[src/pkg/sqd_pkg.sv]
package sqd_pkg;

    ////////////////////////////////////////////////////////////////////////////
    // Widths of the stream window and the decoded code
    localparam int WIN_BITS  = 23;
    localparam int CODE_BITS = 9;
    localparam int SYN_BITS  = 11;
    localparam int CNT_BITS  = 5;
    localparam int RATE_BITS = 16;
    localparam int FIFO_DEPTH = 8;

    // Cyclic code generator; a rotation is a code word when it leaves no remainder
    localparam logic [SYN_BITS:0] GEN_POLY  = 12'hc75;
    // Fixed marker in the top three bits of a code word
    localparam logic [2:0]        CW_MARKER = 3'h4;
    localparam int                MARK_LSB  = 20;
    localparam int                CODE_LSB  = 11;

    // Turn-off pattern and primary code set; plain defaults, set per deployment
    localparam logic [WIN_BITS-1:0]      SQUELCH_TURNOFF_PATTERN = 23'h2aaaaa;
    localparam logic [(1<<CODE_BITS)-1:0] PRIMARY_MASK           = {512{1'b1}};

    ////////////////////////////////////////////////////////////////////////////
    // Timing: the gate is one second so the bit count equals bits per second
    localparam int CLK_HZ       = 40_000_000;
    localparam int GATE_TIME_MS = 1000;
    localparam int GATE_CYCLES_DEF = (CLK_HZ / 1000) * GATE_TIME_MS;

    ////////////////////////////////////////////////////////////////////////////
    // Types
    typedef enum logic [1:0] {
        SQD_ENT_CODE,
        SQD_ENT_NPC,
        SQD_ENT_TOC
    } sqd_kind_e;

    typedef struct packed {
        sqd_kind_e              kind;
        logic [CODE_BITS-1:0]   code;   // Three octal digits
    } sqd_entry_s;

    typedef struct packed {
        logic                   valid;
        logic                   level;  // 1 = positive peak
    } sqd_bit_s;

    typedef struct packed {
        logic                   valid;
        logic [WIN_BITS-1:0]    bits;
    } sqd_raw_s;

    typedef enum logic [2:0] {
        SQD_IDLE,
        SQD_ARMED,
        SQD_GATE,
        SQD_ROTATE,
        SQD_EMIT
    } sqd_state_e;

    // Remainder of a 23-bit word divided by the generator
    function automatic logic [SYN_BITS-1:0] sqd_syndrome(input logic [WIN_BITS-1:0] w);
        logic [WIN_BITS-1:0] r;
        r = w;
        for (int i = WIN_BITS - 1; i >= SYN_BITS; i--) begin
            if (r[i]) begin
                r[i -: SYN_BITS + 1] = r[i -: SYN_BITS + 1] ^ GEN_POLY;
            end
        end
        return r[SYN_BITS-1:0];
    endfunction

    // True when w is any rotation of the turn-off pattern
    function automatic logic sqd_is_turnoff(input logic [WIN_BITS-1:0] w);
        logic [WIN_BITS-1:0] p;
        logic                hit;
        p   = SQUELCH_TURNOFF_PATTERN;
        hit = 1'b0;
        for (int i = 0; i < WIN_BITS; i++) begin
            hit = hit | (w == p);
            p   = {p[WIN_BITS-2:0], p[WIN_BITS-1]};
        end
        return hit;
    endfunction

endpackage

[src/core/sqd_fifo.sv]
module sqd_fifo #(
    parameter int WIDTH = 11,
    parameter int DEPTH = 8
) (
    input  wire logic             ref_clk_in,
    input  wire logic             srst_in,
    input  wire logic             in_valid_in,
    input  wire logic [WIDTH-1:0] in_data_in,
    output logic                  in_ready_out,
    output logic                  out_valid_out,
    output logic [WIDTH-1:0]      out_data_out,
    input  wire logic             out_ready_in
);

    localparam int CW = $clog2(DEPTH + 1);

    typedef struct packed {
        logic [DEPTH-1:0][WIDTH-1:0] mem;
        logic [CW-1:0]               cnt;
        logic                        full;
        logic                        nonempty;
    } sqd_fifo_state_s;

    sqd_fifo_state_s s_q;
    sqd_fifo_state_s s_d;

    ////////////////////////////////////////////////////////////////////////////
    // Shift-down storage keeps the head in slot zero, so the output is a flop
    always_comb begin
        logic          pop;
        logic          push;
        logic [CW-1:0] wr;
        s_d  = s_q;
        pop  = s_q.nonempty && out_ready_in;
        push = in_valid_in && !s_q.full;
        wr   = s_q.cnt - CW'(pop);
        if (pop) begin
            for (int i = 0; i < DEPTH - 1; i++) begin
                s_d.mem[i] = s_q.mem[i + 1];
            end
        end
        if (push) begin
            s_d.mem[wr] = in_data_in;
        end
        s_d.cnt      = wr + CW'(push);
        s_d.full     = (s_d.cnt == CW'(DEPTH));
        s_d.nonempty = (s_d.cnt != '0);
    end

    // Register the whole state
    always_ff @(posedge ref_clk_in) begin
        if (srst_in) begin
            s_q <= '0;
        end else begin
            s_q <= s_d;
        end
    end

    assign in_ready_out  = !s_q.full;
    assign out_valid_out = s_q.nonempty;
    assign out_data_out  = s_q.mem[0];

endmodule

[src/core/sqd_decoder.sv]
// Contract
// - Show latest 23 received bits
// - Rotate held bits 23 times, test each
// - First entry is primary code or marker
// - Remaining candidates follow in ascending order
// - Full-period turn-off reports only turn-off entry
// - Turn-off-only period leaves raw window empty
// - Raw window shown even with no codes
// - Raw window is rotated register contents
// - Measure incoming bit rate in bits/second
// - Single-shot arm readies one measurement
// - Polarity input inverts bit mapping
// - Continuous mode re-arms after each measurement
module sqd_decoder #(
    parameter int GATE_CYCLES = sqd_pkg::GATE_CYCLES_DEF
) (
    input  wire logic                              ref_clk_in,
    input  wire logic                              srst_in,
    input  wire sqd_pkg::sqd_bit_s                 rx_bit_in,
    input  wire logic                              polarity_invert_in,
    input  wire logic                              arm_in,
    input  wire logic                              continuous_in,
    input  wire logic                              stop_in,
    output sqd_pkg::sqd_raw_s                      raw_out,
    output logic [sqd_pkg::RATE_BITS-1:0]          rate_bps_out,
    output sqd_pkg::sqd_entry_s                    entry_out,
    output logic                                   entry_valid_out,
    input  wire logic                              entry_ready_in,
    output logic                                   armed_out,
    output logic                                   busy_out,
    output logic                                   done_out
);
    import sqd_pkg::*;

    typedef struct packed {
        sqd_state_e                             st;
        logic [WIN_BITS-1:0]                    win;
        logic [CNT_BITS-1:0]                    fill;
        logic [31:0]                            gate_cnt;
        logic [RATE_BITS-1:0]                   bit_cnt;
        logic                                   toc_only;
        logic                                   any_full;
        logic [WIN_BITS-1:0]                    rot;
        logic [CNT_BITS-1:0]                    rot_cnt;
        logic [WIN_BITS-1:0][CODE_BITS-1:0]     list;
        logic [CNT_BITS-1:0]                    lcnt;
        logic                                   prim_ok;
        logic [CNT_BITS-1:0]                    prim_idx;
        logic [CNT_BITS-1:0]                    emit_idx;
        logic                                   head_done;
        sqd_raw_s                               raw;
        logic [RATE_BITS-1:0]                   rate;
        logic                                   armed;
        logic                                   busy;
        logic                                   done;
    } sqd_state_s;

    sqd_state_s s_q;
    sqd_state_s s_d;

    sqd_entry_s push_entry;
    logic       push_valid;
    logic       fifo_ready;

    ////////////////////////////////////////////////////////////////////////////
    // Next-state logic
    always_comb begin
        logic                 rx_bit;
        logic [WIN_BITS-1:0]  win_n;
        logic [CODE_BITS-1:0] code;
        logic                 cand;
        logic                 dup;
        int                   pos;
        logic                 p_ok;
        logic [CNT_BITS-1:0]  p_idx;
        s_d        = s_q;
        push_valid = 1'b0;
        push_entry = '{kind: SQD_ENT_NPC, code: '0};
        rx_bit     = rx_bit_in.level ^ polarity_invert_in;
        win_n      = {s_q.win[WIN_BITS-2:0], rx_bit};
        code       = s_q.rot[CODE_LSB +: CODE_BITS];
        cand       = (sqd_syndrome(s_q.rot) == '0)
                     && (s_q.rot[MARK_LSB +: 3] == CW_MARKER);
        dup        = 1'b0;
        pos        = 0;
        p_ok       = 1'b0;
        p_idx      = '0;
        s_d.done   = 1'b0;

        // The window follows the stream at all times; decoding works on a snapshot
        if (rx_bit_in.valid) begin
            s_d.win = win_n;
            if (s_q.fill != CNT_BITS'(WIN_BITS)) begin
                s_d.fill = s_q.fill + 1'b1;
            end
        end

        // Sorted insertion position and duplicate check for the candidate
        for (int i = 0; i < WIN_BITS; i++) begin
            if (i < int'(s_q.lcnt)) begin
                if (s_q.list[i] < code) begin
                    pos = pos + 1;
                end
                if (s_q.list[i] == code) begin
                    dup = 1'b1;
                end
            end
        end

        // Lowest listed code that belongs to the primary set
        for (int i = WIN_BITS - 1; i >= 0; i--) begin
            if (i < int'(s_q.lcnt) && PRIMARY_MASK[s_q.list[i]]) begin
                p_ok  = 1'b1;
                p_idx = CNT_BITS'(i);
            end
        end

        case (s_q.st)
            SQD_IDLE: begin
                if (arm_in || continuous_in) begin
                    s_d.st    = SQD_ARMED;
                    s_d.armed = 1'b1;
                end
            end
            SQD_ARMED: begin
                // The first bit after arming opens the sampling period
                if (rx_bit_in.valid) begin
                    s_d.st       = SQD_GATE;
                    s_d.armed    = 1'b0;
                    s_d.busy     = 1'b1;
                    s_d.gate_cnt = '0;
                    s_d.bit_cnt  = RATE_BITS'(1);
                    s_d.toc_only = 1'b1;
                    s_d.any_full = 1'b0;
                end
            end
            SQD_GATE: begin
                s_d.gate_cnt = s_q.gate_cnt + 1'b1;
                if (rx_bit_in.valid) begin
                    s_d.bit_cnt = s_q.bit_cnt + 1'b1;
                    if (s_d.fill == CNT_BITS'(WIN_BITS)) begin
                        s_d.any_full = 1'b1;
                        if (!sqd_is_turnoff(win_n)) begin
                            s_d.toc_only = 1'b0;
                        end
                    end
                end
                // The closing edge is outside the gate, so its bit is left out of the rate
                if (s_q.gate_cnt == 32'(GATE_CYCLES - 1)) begin
                    s_d.st      = SQD_ROTATE;
                    s_d.rate    = s_q.bit_cnt;
                    s_d.rot     = s_d.win;
                    s_d.rot_cnt = '0;
                    s_d.lcnt    = '0;
                end
            end
            SQD_ROTATE: begin
                // One alignment per cycle; only a full window can hold a code word
                if (cand && !dup && s_q.fill == CNT_BITS'(WIN_BITS)) begin
                    for (int i = 0; i < WIN_BITS; i++) begin
                        if (i == pos) begin
                            s_d.list[i] = code;
                        end else if (i > pos) begin
                            s_d.list[i] = s_q.list[i - 1];
                        end
                    end
                    s_d.lcnt = s_q.lcnt + 1'b1;
                end
                s_d.rot     = {s_q.rot[WIN_BITS-2:0], s_q.rot[WIN_BITS-1]};
                s_d.rot_cnt = s_q.rot_cnt + 1'b1;
                if (s_q.rot_cnt == CNT_BITS'(WIN_BITS - 1)) begin
                    s_d.st        = SQD_EMIT;
                    s_d.emit_idx  = '0;
                    s_d.head_done = 1'b0;
                end
            end
            SQD_EMIT: begin
                s_d.prim_ok  = p_ok;
                s_d.prim_idx = p_idx;
                if (!s_q.head_done) begin
                    push_valid = 1'b1;
                    if (s_q.toc_only && s_q.any_full) begin
                        push_entry.kind = SQD_ENT_TOC;
                    end else if (p_ok) begin
                        push_entry = '{kind: SQD_ENT_CODE, code: s_q.list[p_idx]};
                    end else begin
                        push_entry.kind = SQD_ENT_NPC;
                    end
                    if (fifo_ready) begin
                        s_d.head_done = 1'b1;
                        if (s_q.toc_only && s_q.any_full) begin
                            s_d.emit_idx = s_q.lcnt;
                        end
                    end
                end else if (s_q.emit_idx == s_q.lcnt) begin
                    // Turn-off-only period blanks the raw window
                    s_d.raw.valid = !(s_q.toc_only && s_q.any_full);
                    s_d.raw.bits  = s_q.rot;
                    s_d.done      = 1'b1;
                    s_d.busy      = 1'b0;
                    s_d.st        = continuous_in ? SQD_ARMED : SQD_IDLE;
                    s_d.armed     = continuous_in;
                end else if (s_q.prim_ok && s_q.emit_idx == s_q.prim_idx) begin
                    s_d.emit_idx = s_q.emit_idx + 1'b1;
                end else begin
                    push_valid = 1'b1;
                    push_entry = '{kind: SQD_ENT_CODE, code: s_q.list[s_q.emit_idx]};
                    if (fifo_ready) begin
                        s_d.emit_idx = s_q.emit_idx + 1'b1;
                    end
                end
            end
            default: begin
                s_d.st = SQD_IDLE;
            end
        endcase

        // Stop aborts any measurement; entries already queued still drain
        if (stop_in) begin
            s_d.st    = SQD_IDLE;
            s_d.armed = 1'b0;
            s_d.busy  = 1'b0;
        end
    end

    ////////////////////////////////////////////////////////////////////////////
    // State register
    always_ff @(posedge ref_clk_in) begin
        if (srst_in) begin
            s_q <= '0;
        end else begin
            s_q <= s_d;
        end
    end

    ////////////////////////////////////////////////////////////////////////////
    // Result queue; a slow reader stalls the emit phase, not the bit window
    sqd_fifo #(
        .WIDTH ($bits(sqd_entry_s)),
        .DEPTH (FIFO_DEPTH)
    ) u_fifo (
        .ref_clk_in    (ref_clk_in),
        .srst_in       (srst_in),
        .in_valid_in   (push_valid),
        .in_data_in    (push_entry),
        .in_ready_out  (fifo_ready),
        .out_valid_out (entry_valid_out),
        .out_data_out  (entry_out),
        .out_ready_in  (entry_ready_in)
    );

    // Outputs straight from state flops
    assign raw_out      = s_q.raw;
    assign rate_bps_out = s_q.rate;
    assign armed_out    = s_q.armed;
    assign busy_out     = s_q.busy;
    assign done_out     = s_q.done;

endmodule

[config.mk]
export PLATFORM = sky130hd
export DESIGN_NAME = sqd_decoder
export DESIGN_NICKNAME = d
export VERILOG_FILES = /design/src/pkg/sqd_pkg.sv /design/src/core/sqd_fifo.sv /design/src/core/sqd_decoder.sv
export SDC_FILE = /design/constraint.sdc
export NUM_CORES = 2
export LEC_CHECK = 0
export BUFFER_PORTS_ARGS = -buffer_cell sky130_fd_sc_hd__buf_2
export CAP_MARGIN = 40
export CORE_UTILIZATION = 55
export DETAILED_ROUTE_END_ITERATION = 12
export GPL_ROUTABILITY_DRIVEN = 0
export PLACE_DENSITY = 0.8
export SLEW_MARGIN = 5
export SYNTH_ARGS = -nofsm -noshare
export SYNTH_HDL_FRONTEND = slang
export SYNTH_SLANG_ARGS = --single-unit
[constraint.sdc]
create_clock -name ref_clk_in -period 26.8 [get_ports ref_clk_in]
set_clock_uncertainty 0.05 [all_clocks]
set_input_delay 5.36 -clock ref_clk_in [delete_from_list [all_inputs] [get_ports ref_clk_in]]
set_output_delay 5.36 -clock ref_clk_in [all_outputs]
set_load 0.02 [all_outputs]
After elaboration in Yosys (flattened, before gate mapping)
Memories as Yosys holds them, arrays and structs flattened. A register that Yosys moved wholly into a read port is not among the register bits.
Cells that the tools add are included.
{"block": "totals", "reg_bits": 470, "romBits": 11776, "out_inout_bits": 55, "memories": 23}
{"block": "op_classes", "n_addsub": 30, "magnitude_cmp": 96, "n_eq_ne": 95, "mux": 320, "bitwise": 37, "reduce_logical": 105}
{"name": "(no name shown)", "depth": 512, "word_bits": 1, "read_ports": 1, "rd_clocked_by_memory_dff": 1, "write_ports": 0, "line": "sqd_decoder.sv:112", "source": "if (i < int'(s_q.lcnt) && PRIMARY_MASK[s_q.list[i]]) begin"}
{"name": "(no name shown)", "depth": 512, "word_bits": 1, "read_ports": 1, "rd_clocked_by_memory_dff": 1, "write_ports": 0, "line": "sqd_decoder.sv:112"}
{"name": "(no name shown)", "depth": 512, "word_bits": 1, "read_ports": 1, "rd_clocked_by_memory_dff": 1, "write_ports": 0, "line": "sqd_decoder.sv:112"}
{"name": "(no name shown)", "depth": 512, "word_bits": 1, "read_ports": 1, "rd_clocked_by_memory_dff": 1, "write_ports": 0, "line": "sqd_decoder.sv:112"}
{"name": "(no name shown)", "depth": 512, "word_bits": 1, "read_ports": 1, "rd_clocked_by_memory_dff": 1, "write_ports": 0, "line": "sqd_decoder.sv:112"}
{"name": "(no name shown)", "depth": 512, "word_bits": 1, "read_ports": 1, "rd_clocked_by_memory_dff": 1, "write_ports": 0, "line": "sqd_decoder.sv:112"}
{"name": "17 more memories"}
{"cell": "$mux W32", "count": 44}
{"cell": "$mux W9", "count": 95}
{"cell": "$add A32 B2 Y32 const B", "count": 22}
{"cell": "$eq A5 B32 Y1 const A", "count": 8}
{"cell": "$gt A5 B32 Y1 const A", "count": 8}
{"cell": "$eq A23 B22 Y1 const B", "count": 11}
{"cell": "$eq A23 B23 Y1 const B", "count": 11}
{"cell": "$lt A9 B10 Y1 const B", "count": 23}
{"cell": "$eq A6 B32 Y1 const A", "count": 7}
{"cell": "$gt A6 B32 Y1 const A", "count": 7}
{"cell": "$eq A9 B9 Y1", "count": 23}
{"cell": "$lt A9 B9 Y1", "count": 23}
{"cell": "$mux W11", "count": 15}
{"cell": "$mux W5", "count": 31}
{"cell": "$mux W77", "count": 2}
{"cell": "$eq A4 B32 Y1 const A", "count": 4}
{"cell": "$gt A4 B32 Y1 const A", "count": 4}
{"cell": "$mux W1", "count": 103}
{"cell": "$pmux W50 S2", "count": 1}
{"cell": "$bmux W9 S5", "count": 2}
{"cell": "$bwmux W88", "count": 1}
{"cell": "$reduce_and A3 Y1", "count": 26}
{"cell": "$not A6 Y6", "count": 12}
{"cell": "$eq A3 B32 Y1 const A", "count": 2}
{"cell": "61 further kinds", "count": 198}

Logic depth before layout (Yosys ltp)
{"block": "depth", "word_depth": 74, "ltp_mapped": 100}

Cells and area by module
From an unflattened synthesis, not the netlist that was laid out.
{"block": "hier_totals", "hier_cells": 4159, "area_unflattened_um2": 34201.6}
{"module": "sqd_decoder", "n_inst": 1, "cells_per_inst": 3605, "area_per_inst_um2": 29383.2, "seq_area_each_um2": 7527.2}
{"module": "sqd_fifo", "n_inst": 1, "cells_per_inst": 554, "area_per_inst_um2": 4818.4, "seq_area_each_um2": 1881.8}

Least setup slack after synthesis
Ideal clock, no wire load.
{"block": "synth_timing", "path_kind": "register -> register", "from": "register s_q[284] (netlist name)", "to": "register s_q[214] (netlist name)", "t_arrival_ns": 18.550, "required_time_ns": 26.618, "setup_slack_ns": 8.068, "path_stages_with_launch": 96, "synth_period_minus_slack_ns": 18.732, "path_cell_list": "dfxtp_1 > clkbuf_1 > inv_1 > ha_1 > nor2b_1 > o21a_1 > o21a_1 > o21ai_0 > nand2b_1 > a21oi_1 > nor2b_1 > o21ai_0 > nand2b_1 > a21oi_1 > ha_1 > and2_4 > a31oi_4 > inv_1 > [60 not listed] > ha_1 > nand2_1 > o21ai_0 > ha_1 > nor2b_1 > a211oi_1 > ha_1 > nand2_1 > xor2_1 > nor2b_1 > nand2_1 > o2111ai_1 > o21ai_1 > xnor2_2 > buf_2 > nand4_1 > a221oi_1 > nor3_1"}
{"block": "synth_via", "elab_chain_len": 72, "elab_cells_between_ends": 188}
{"element": "start, declared", "line": "sqd_decoder.sv:58", "source": "sqd_state_s s_q;"}
{"element": "start signal, assigned", "line": "sqd_decoder.sv:230", "source": "s_q <= '0;"}
{"element": "start signal, assigned", "line": "sqd_decoder.sv:232", "source": "s_q <= s_d;"}
{"element": "$lt A9 B9 Y1", "line": "sqd_decoder.sv:101", "source": "if (s_q.list[i] < code) begin"}
{"element": "$mux W1", "line": "sqd_decoder.sv:101"}
{"element": "$mux W1", "line": "sqd_decoder.sv:100", "source": "if (i < int'(s_q.lcnt)) begin"}
{"element": "$add A32 B2 Y32", "line": "sqd_decoder.sv:102", "source": "pos = pos + 1;"}
{"element": "$mux W32", "line": "sqd_decoder.sv:101"}
{"element": "$mux W32", "line": "sqd_decoder.sv:100"}
{"element": "$add A32 B2 Y32", "line": "sqd_decoder.sv:102"}
{"element": "$mux W32", "line": "sqd_decoder.sv:101"}
{"element": "[56 not listed]"}
{"element": "$mux W32", "line": "sqd_decoder.sv:101"}
{"element": "$mux W32", "line": "sqd_decoder.sv:100"}
{"element": "$add A32 B2 Y32", "line": "sqd_decoder.sv:102"}
{"element": "$mux W32", "line": "sqd_decoder.sv:101"}
{"element": "$mux W32", "line": "sqd_decoder.sv:100"}
{"element": "$gt A6 B32 Y1 / $eq A6 B32 Y1 (equally long branches)", "line": "sqd_decoder.sv:163, sqd_decoder.sv:161"}
{"element": "$reduce_bool A2 Y1 (no source line)"}
{"element": "$reduce_and A3 Y1 (no source line)"}
Parallel ways exist; a longest one is shown, timed or not.
A chain may end at the register's enable or synchronous reset.

Final worst setup path
{"block": "layout_timing", "from": "register s_q[284] (netlist name)", "to": "register s_q[93] (netlist name)"}
{"block": "layout_via", "elab_chain_len": 72, "elab_cells_between_ends": 188}
{"element": "$lt A9 B9 Y1", "line": "sqd_decoder.sv:101"}
{"element": "$mux W1", "line": "sqd_decoder.sv:101"}
{"element": "$mux W1", "line": "sqd_decoder.sv:100"}
{"element": "$add A32 B2 Y32", "line": "sqd_decoder.sv:102"}
{"element": "$mux W32", "line": "sqd_decoder.sv:101"}
{"element": "$mux W32", "line": "sqd_decoder.sv:100"}
{"element": "$add A32 B2 Y32", "line": "sqd_decoder.sv:102"}
{"element": "$mux W32", "line": "sqd_decoder.sv:101"}
{"element": "[56 not listed]"}
{"element": "$mux W32", "line": "sqd_decoder.sv:101"}
{"element": "$mux W32", "line": "sqd_decoder.sv:100"}
{"element": "$add A32 B2 Y32", "line": "sqd_decoder.sv:102"}
{"element": "$mux W32", "line": "sqd_decoder.sv:101"}
{"element": "$mux W32", "line": "sqd_decoder.sv:100"}
{"element": "$gt A3 B32 Y1 / $eq A3 B32 Y1 (equally long branches)", "line": "sqd_decoder.sv:163, sqd_decoder.sv:161"}
{"element": "$reduce_bool A2 Y1 (no source line)"}
{"element": "$reduce_and A3 Y1 (no source line)"}
Parallel ways exist; a longest one is shown, timed or not.

==> key figures <==
GRT
  • Largest net degree at the start of global routing: 229
  • All-layer global routing usage: 35.01%
  • Global-route wire length before repair: 172.5 mm
  • GRT Residual Overflow: 0
  • Initial antenna violation count: 10
  • Vias in the first global route: 29843

Die
  • I/O Pins: 64
  • Core area: 0.06047 mm^2
  • Row count: 90
  • Initial Utilization: 55.72%
  • Die width: 249.5 um
  • Die ar.: 0.06226 mm^2
  • DIE HEIGHT: 249.5 um

CTS
  • Root buf cell: clkbuf_16
  • Post-CTS setup repair buffer count: 0
  • Clk buf depth: 3
  • Htree depth: 2
  • Total CTS buffers: 51
  • Clk_lat worst skew: 650 ps
  • Clock Sinks: 470
  • CTS resizes: 0
  • Clk pin slew, worst setup/hold paths: 60 ps
  • Hold buffers post-CTS: 0
  • CTS tree: yes

Worst setup path
  • R2r setup slk: 4660 ps
  • Critical R2R Launch: s_q[284]
  • FF-to-FF path depth: 98
  • Crit. End Element: flop
  • CP Launch Type: flop
  • Worst path most repeated cell: ha_1
  • Max incr delay on CP: 780 ps
  • CP Class: reg -> reg
  • Crit path required time: 27240 ps
  • Largest fanout on the critical path: 82
  • Reg-to-Reg End: s_q[93]
  • Slowest cell on the critical path: mux2_2
  • WP data arrival: 22580 ps

Power and ir drop
  • Worst IR drop on VDD: 0.00005622 V
  • Static leakage: 0.01399 uW
  • Tot Pwr: 1547 uW
  • Power density over the cells: 42.54 mW/mm^2

Routing
  • First DRT Iteration DRCs: 4352
  • Post-DR wirelength/cell: 23.39 um
  • Final ANT Viol Nets: 0
  • First-pass DRT Iterations: 8
  • Vias: 32805
  • Via density: 6.813
  • Drt drc: 0
  • WL final: 112.6 mm

Logic synthesis
  • Synth Flop Type: dfxtp_1
  • Yosys warnings: 0
  • Share of the synthesized area in the top cell type: 27.92%
  • Leading area contributor after synthesis: dfxtp_1
  • Unique masters post-synth: 116
  • Synthesized area: 0.03370 mm^2
  • Number of synthesized flops with an enable pin: 0
  • Syn Nets: 4313
  • Top post-synthesis cells by area: dfxtp_1, ha_1, nand2_1
  • Syn Inst Count: 4064
  • Yosys reg bits: 470
  • Synth async-reset ratio: 0%
  • Post-Syn Area per Cell: 8.291 um^2
  • Register area share after synthesis: 27.92%

STA
  • Slew headroom: 28.24%
  • Min Hold Slack: 401.5 ps
  • Slew Viols, Final: 0
  • Fin crit share: 82.62%
  • Fin crit period: 22140 ps
  • Max Freq: 0.04516 GHz
  • RSZ-0062 raised after global routing: no
  • Setup violators final: 0
  • Final hold violation count: 0
  • Setup_tns: 0 ps
  • Slew @ Worst Pin: 1076 ps

Run status
  • Outcome: finished, final reports clean

Placement
  • Port Buffer Count: 63
  • Final HPWL DP: 77.53 mm

Layout
  • Commonest non-fill, non-tap cell in the layout: dfxtp_1
  • Fillers: 5120
  • Share of layout cells above drive strength 1: 11.08%
  • Post-layout util: 60.14%
  • Area Growth Syn to Fin: 7.935%
  • Reg area: 0.009415 mm^2
  • Most frequent cells in the layout: dfxtp_1, nand2_1, nor2_1
  • Final nets: 4234
  • Footprint of the multi-input gates: 0.02258 mm^2

Min path
  • Hold path depth: 2
  • Hold Startpoint: raw_out[4]
  • WHS Endpoint: raw_out[4]
  • Hold Crit Class: reg -> reg

Job
  • Max cap viols: 0
[kinds of logic (layout without fill, tap and decap cells)]
group,Yosys count,count (layout),share of synthesized area (%)
other,0,6,0
flip-flops,470,470,27.92
multiplexers,196,196,8.013
AO/OA/AOI/OAI,1068,1068,22.09
buffers and inverters,397,360,5.224
XOR/XNOR,193,193,6.338
adder cells (fa/ha/maj),241,241,8.941
AND/OR/NAND/NOR,1499,1499,21.47
[cell usage after synthesis (18+ instances only)]
cell and number:
a2111oi_0 20, a211oi_1 55, a21o_1 23, a21oi_1 247, a221oi_1 50, a22oi_1 24, a311oi_1 82, a31oi_1 113
and2_1 32, and3_1 69, buf_1 20, buf_2 30, buf_4 54, clkbuf_1 193, dfxtp_1 470, ha_1 240
inv_1 91, mux2_2 28, mux2i_1 109, mux4_2 54, nand2_1 461, nand2b_1 40, nand3_1 127, nand4_1 52
nor2_1 382, nor2b_1 90, nor3_1 112, nor4_1 26, o21a_1 39, o21ai_0 169, o21bai_1 89, or2_2 18
xnor2_1 111, xor2_1 49
[worst max-delay path, delay by kind of cell, from the launching register on]
family / cells / cell delay (ps)
fa+ha+maj: 23 / 7000
compound gates: 28 / 5630
simple gates: 28 / 4640
mux: 6 / 2140
buf+inv: 13 / 2130
flops: 1 / 300
[metrics by stage]
step / cells / worst slack (ps) / area [um^2]
after floorplan: 4064 / 8068 / 33700
after global placement: 4673 / 5601 / 34160
after detailed placement: 4704 / 5031 / 34460
after CTS: 4799 / 4958 / 36260
after global routing: 4809 / 3339 / 36350
final: 4815 / 4658 / 36370
[layout make-up]
class                   instances  share of cell area [%]
multi-input cells            3197                   62.09
flip-flops and latches        470                   25.89
clock buffers                  75                   4.115
repair buffers                169                   3.351
well taps                     782                   2.690
inverters                      96                  0.9908
clock inverters                20                  0.8394
diodes                          6                 0.04128
[report_power, final]
| part | switching, uW | internal [uW] | leakage (uW) |
|---|---|---|---|
| Sequential | 4.49 | 702 | 0.00379 |
| Combinational | 49.3 | 19.9 | 0.00933 |
| Clock | 324 | 447 | 0.000875 |
| Total | 378 | 1170 | 0.0140 |
[worst max-delay path by stage]
stage / startpoint / endpoint / slack [ps] / cells after the start
final: s_q[284] / s_q[93] / 4660 / 98
after global routing: s_q[284] / s_q[90] / 3340 / 95
after CTS: s_q[284] / s_q[93] / 4960 / 98
after detailed placement: s_q[284] / s_q[93] / 5030 / 98
after global placement: s_q[284] / s_q[95] / 5600 / 98
after floorplan: s_q[284] / s_q[214] / 8070 / 95
[state kept, by name (all words and copies together), names as in the netlist]
signal	count
armed_out	1
u_fifo.out_valid_out	1
busy_out	1
s_q	333
u_fifo.out_data_out	11
u_fifo.s_q	82
done_out	1
rate_bps_out	16
raw_out	24
[routing by layer]
metal / vias to the layer above / GRT usage, % / wire length [um]
met5: - / 0 / 54
met4: 10 / 22.87 / 8453
met3: 604 / 12.33 / 15320
met2: 2167 / 50.74 / 46240
met1: 15273 / 43.85 / 42540
li1: 14751 / - / -
Note: power is estimated with default switching activity, not from simulation.
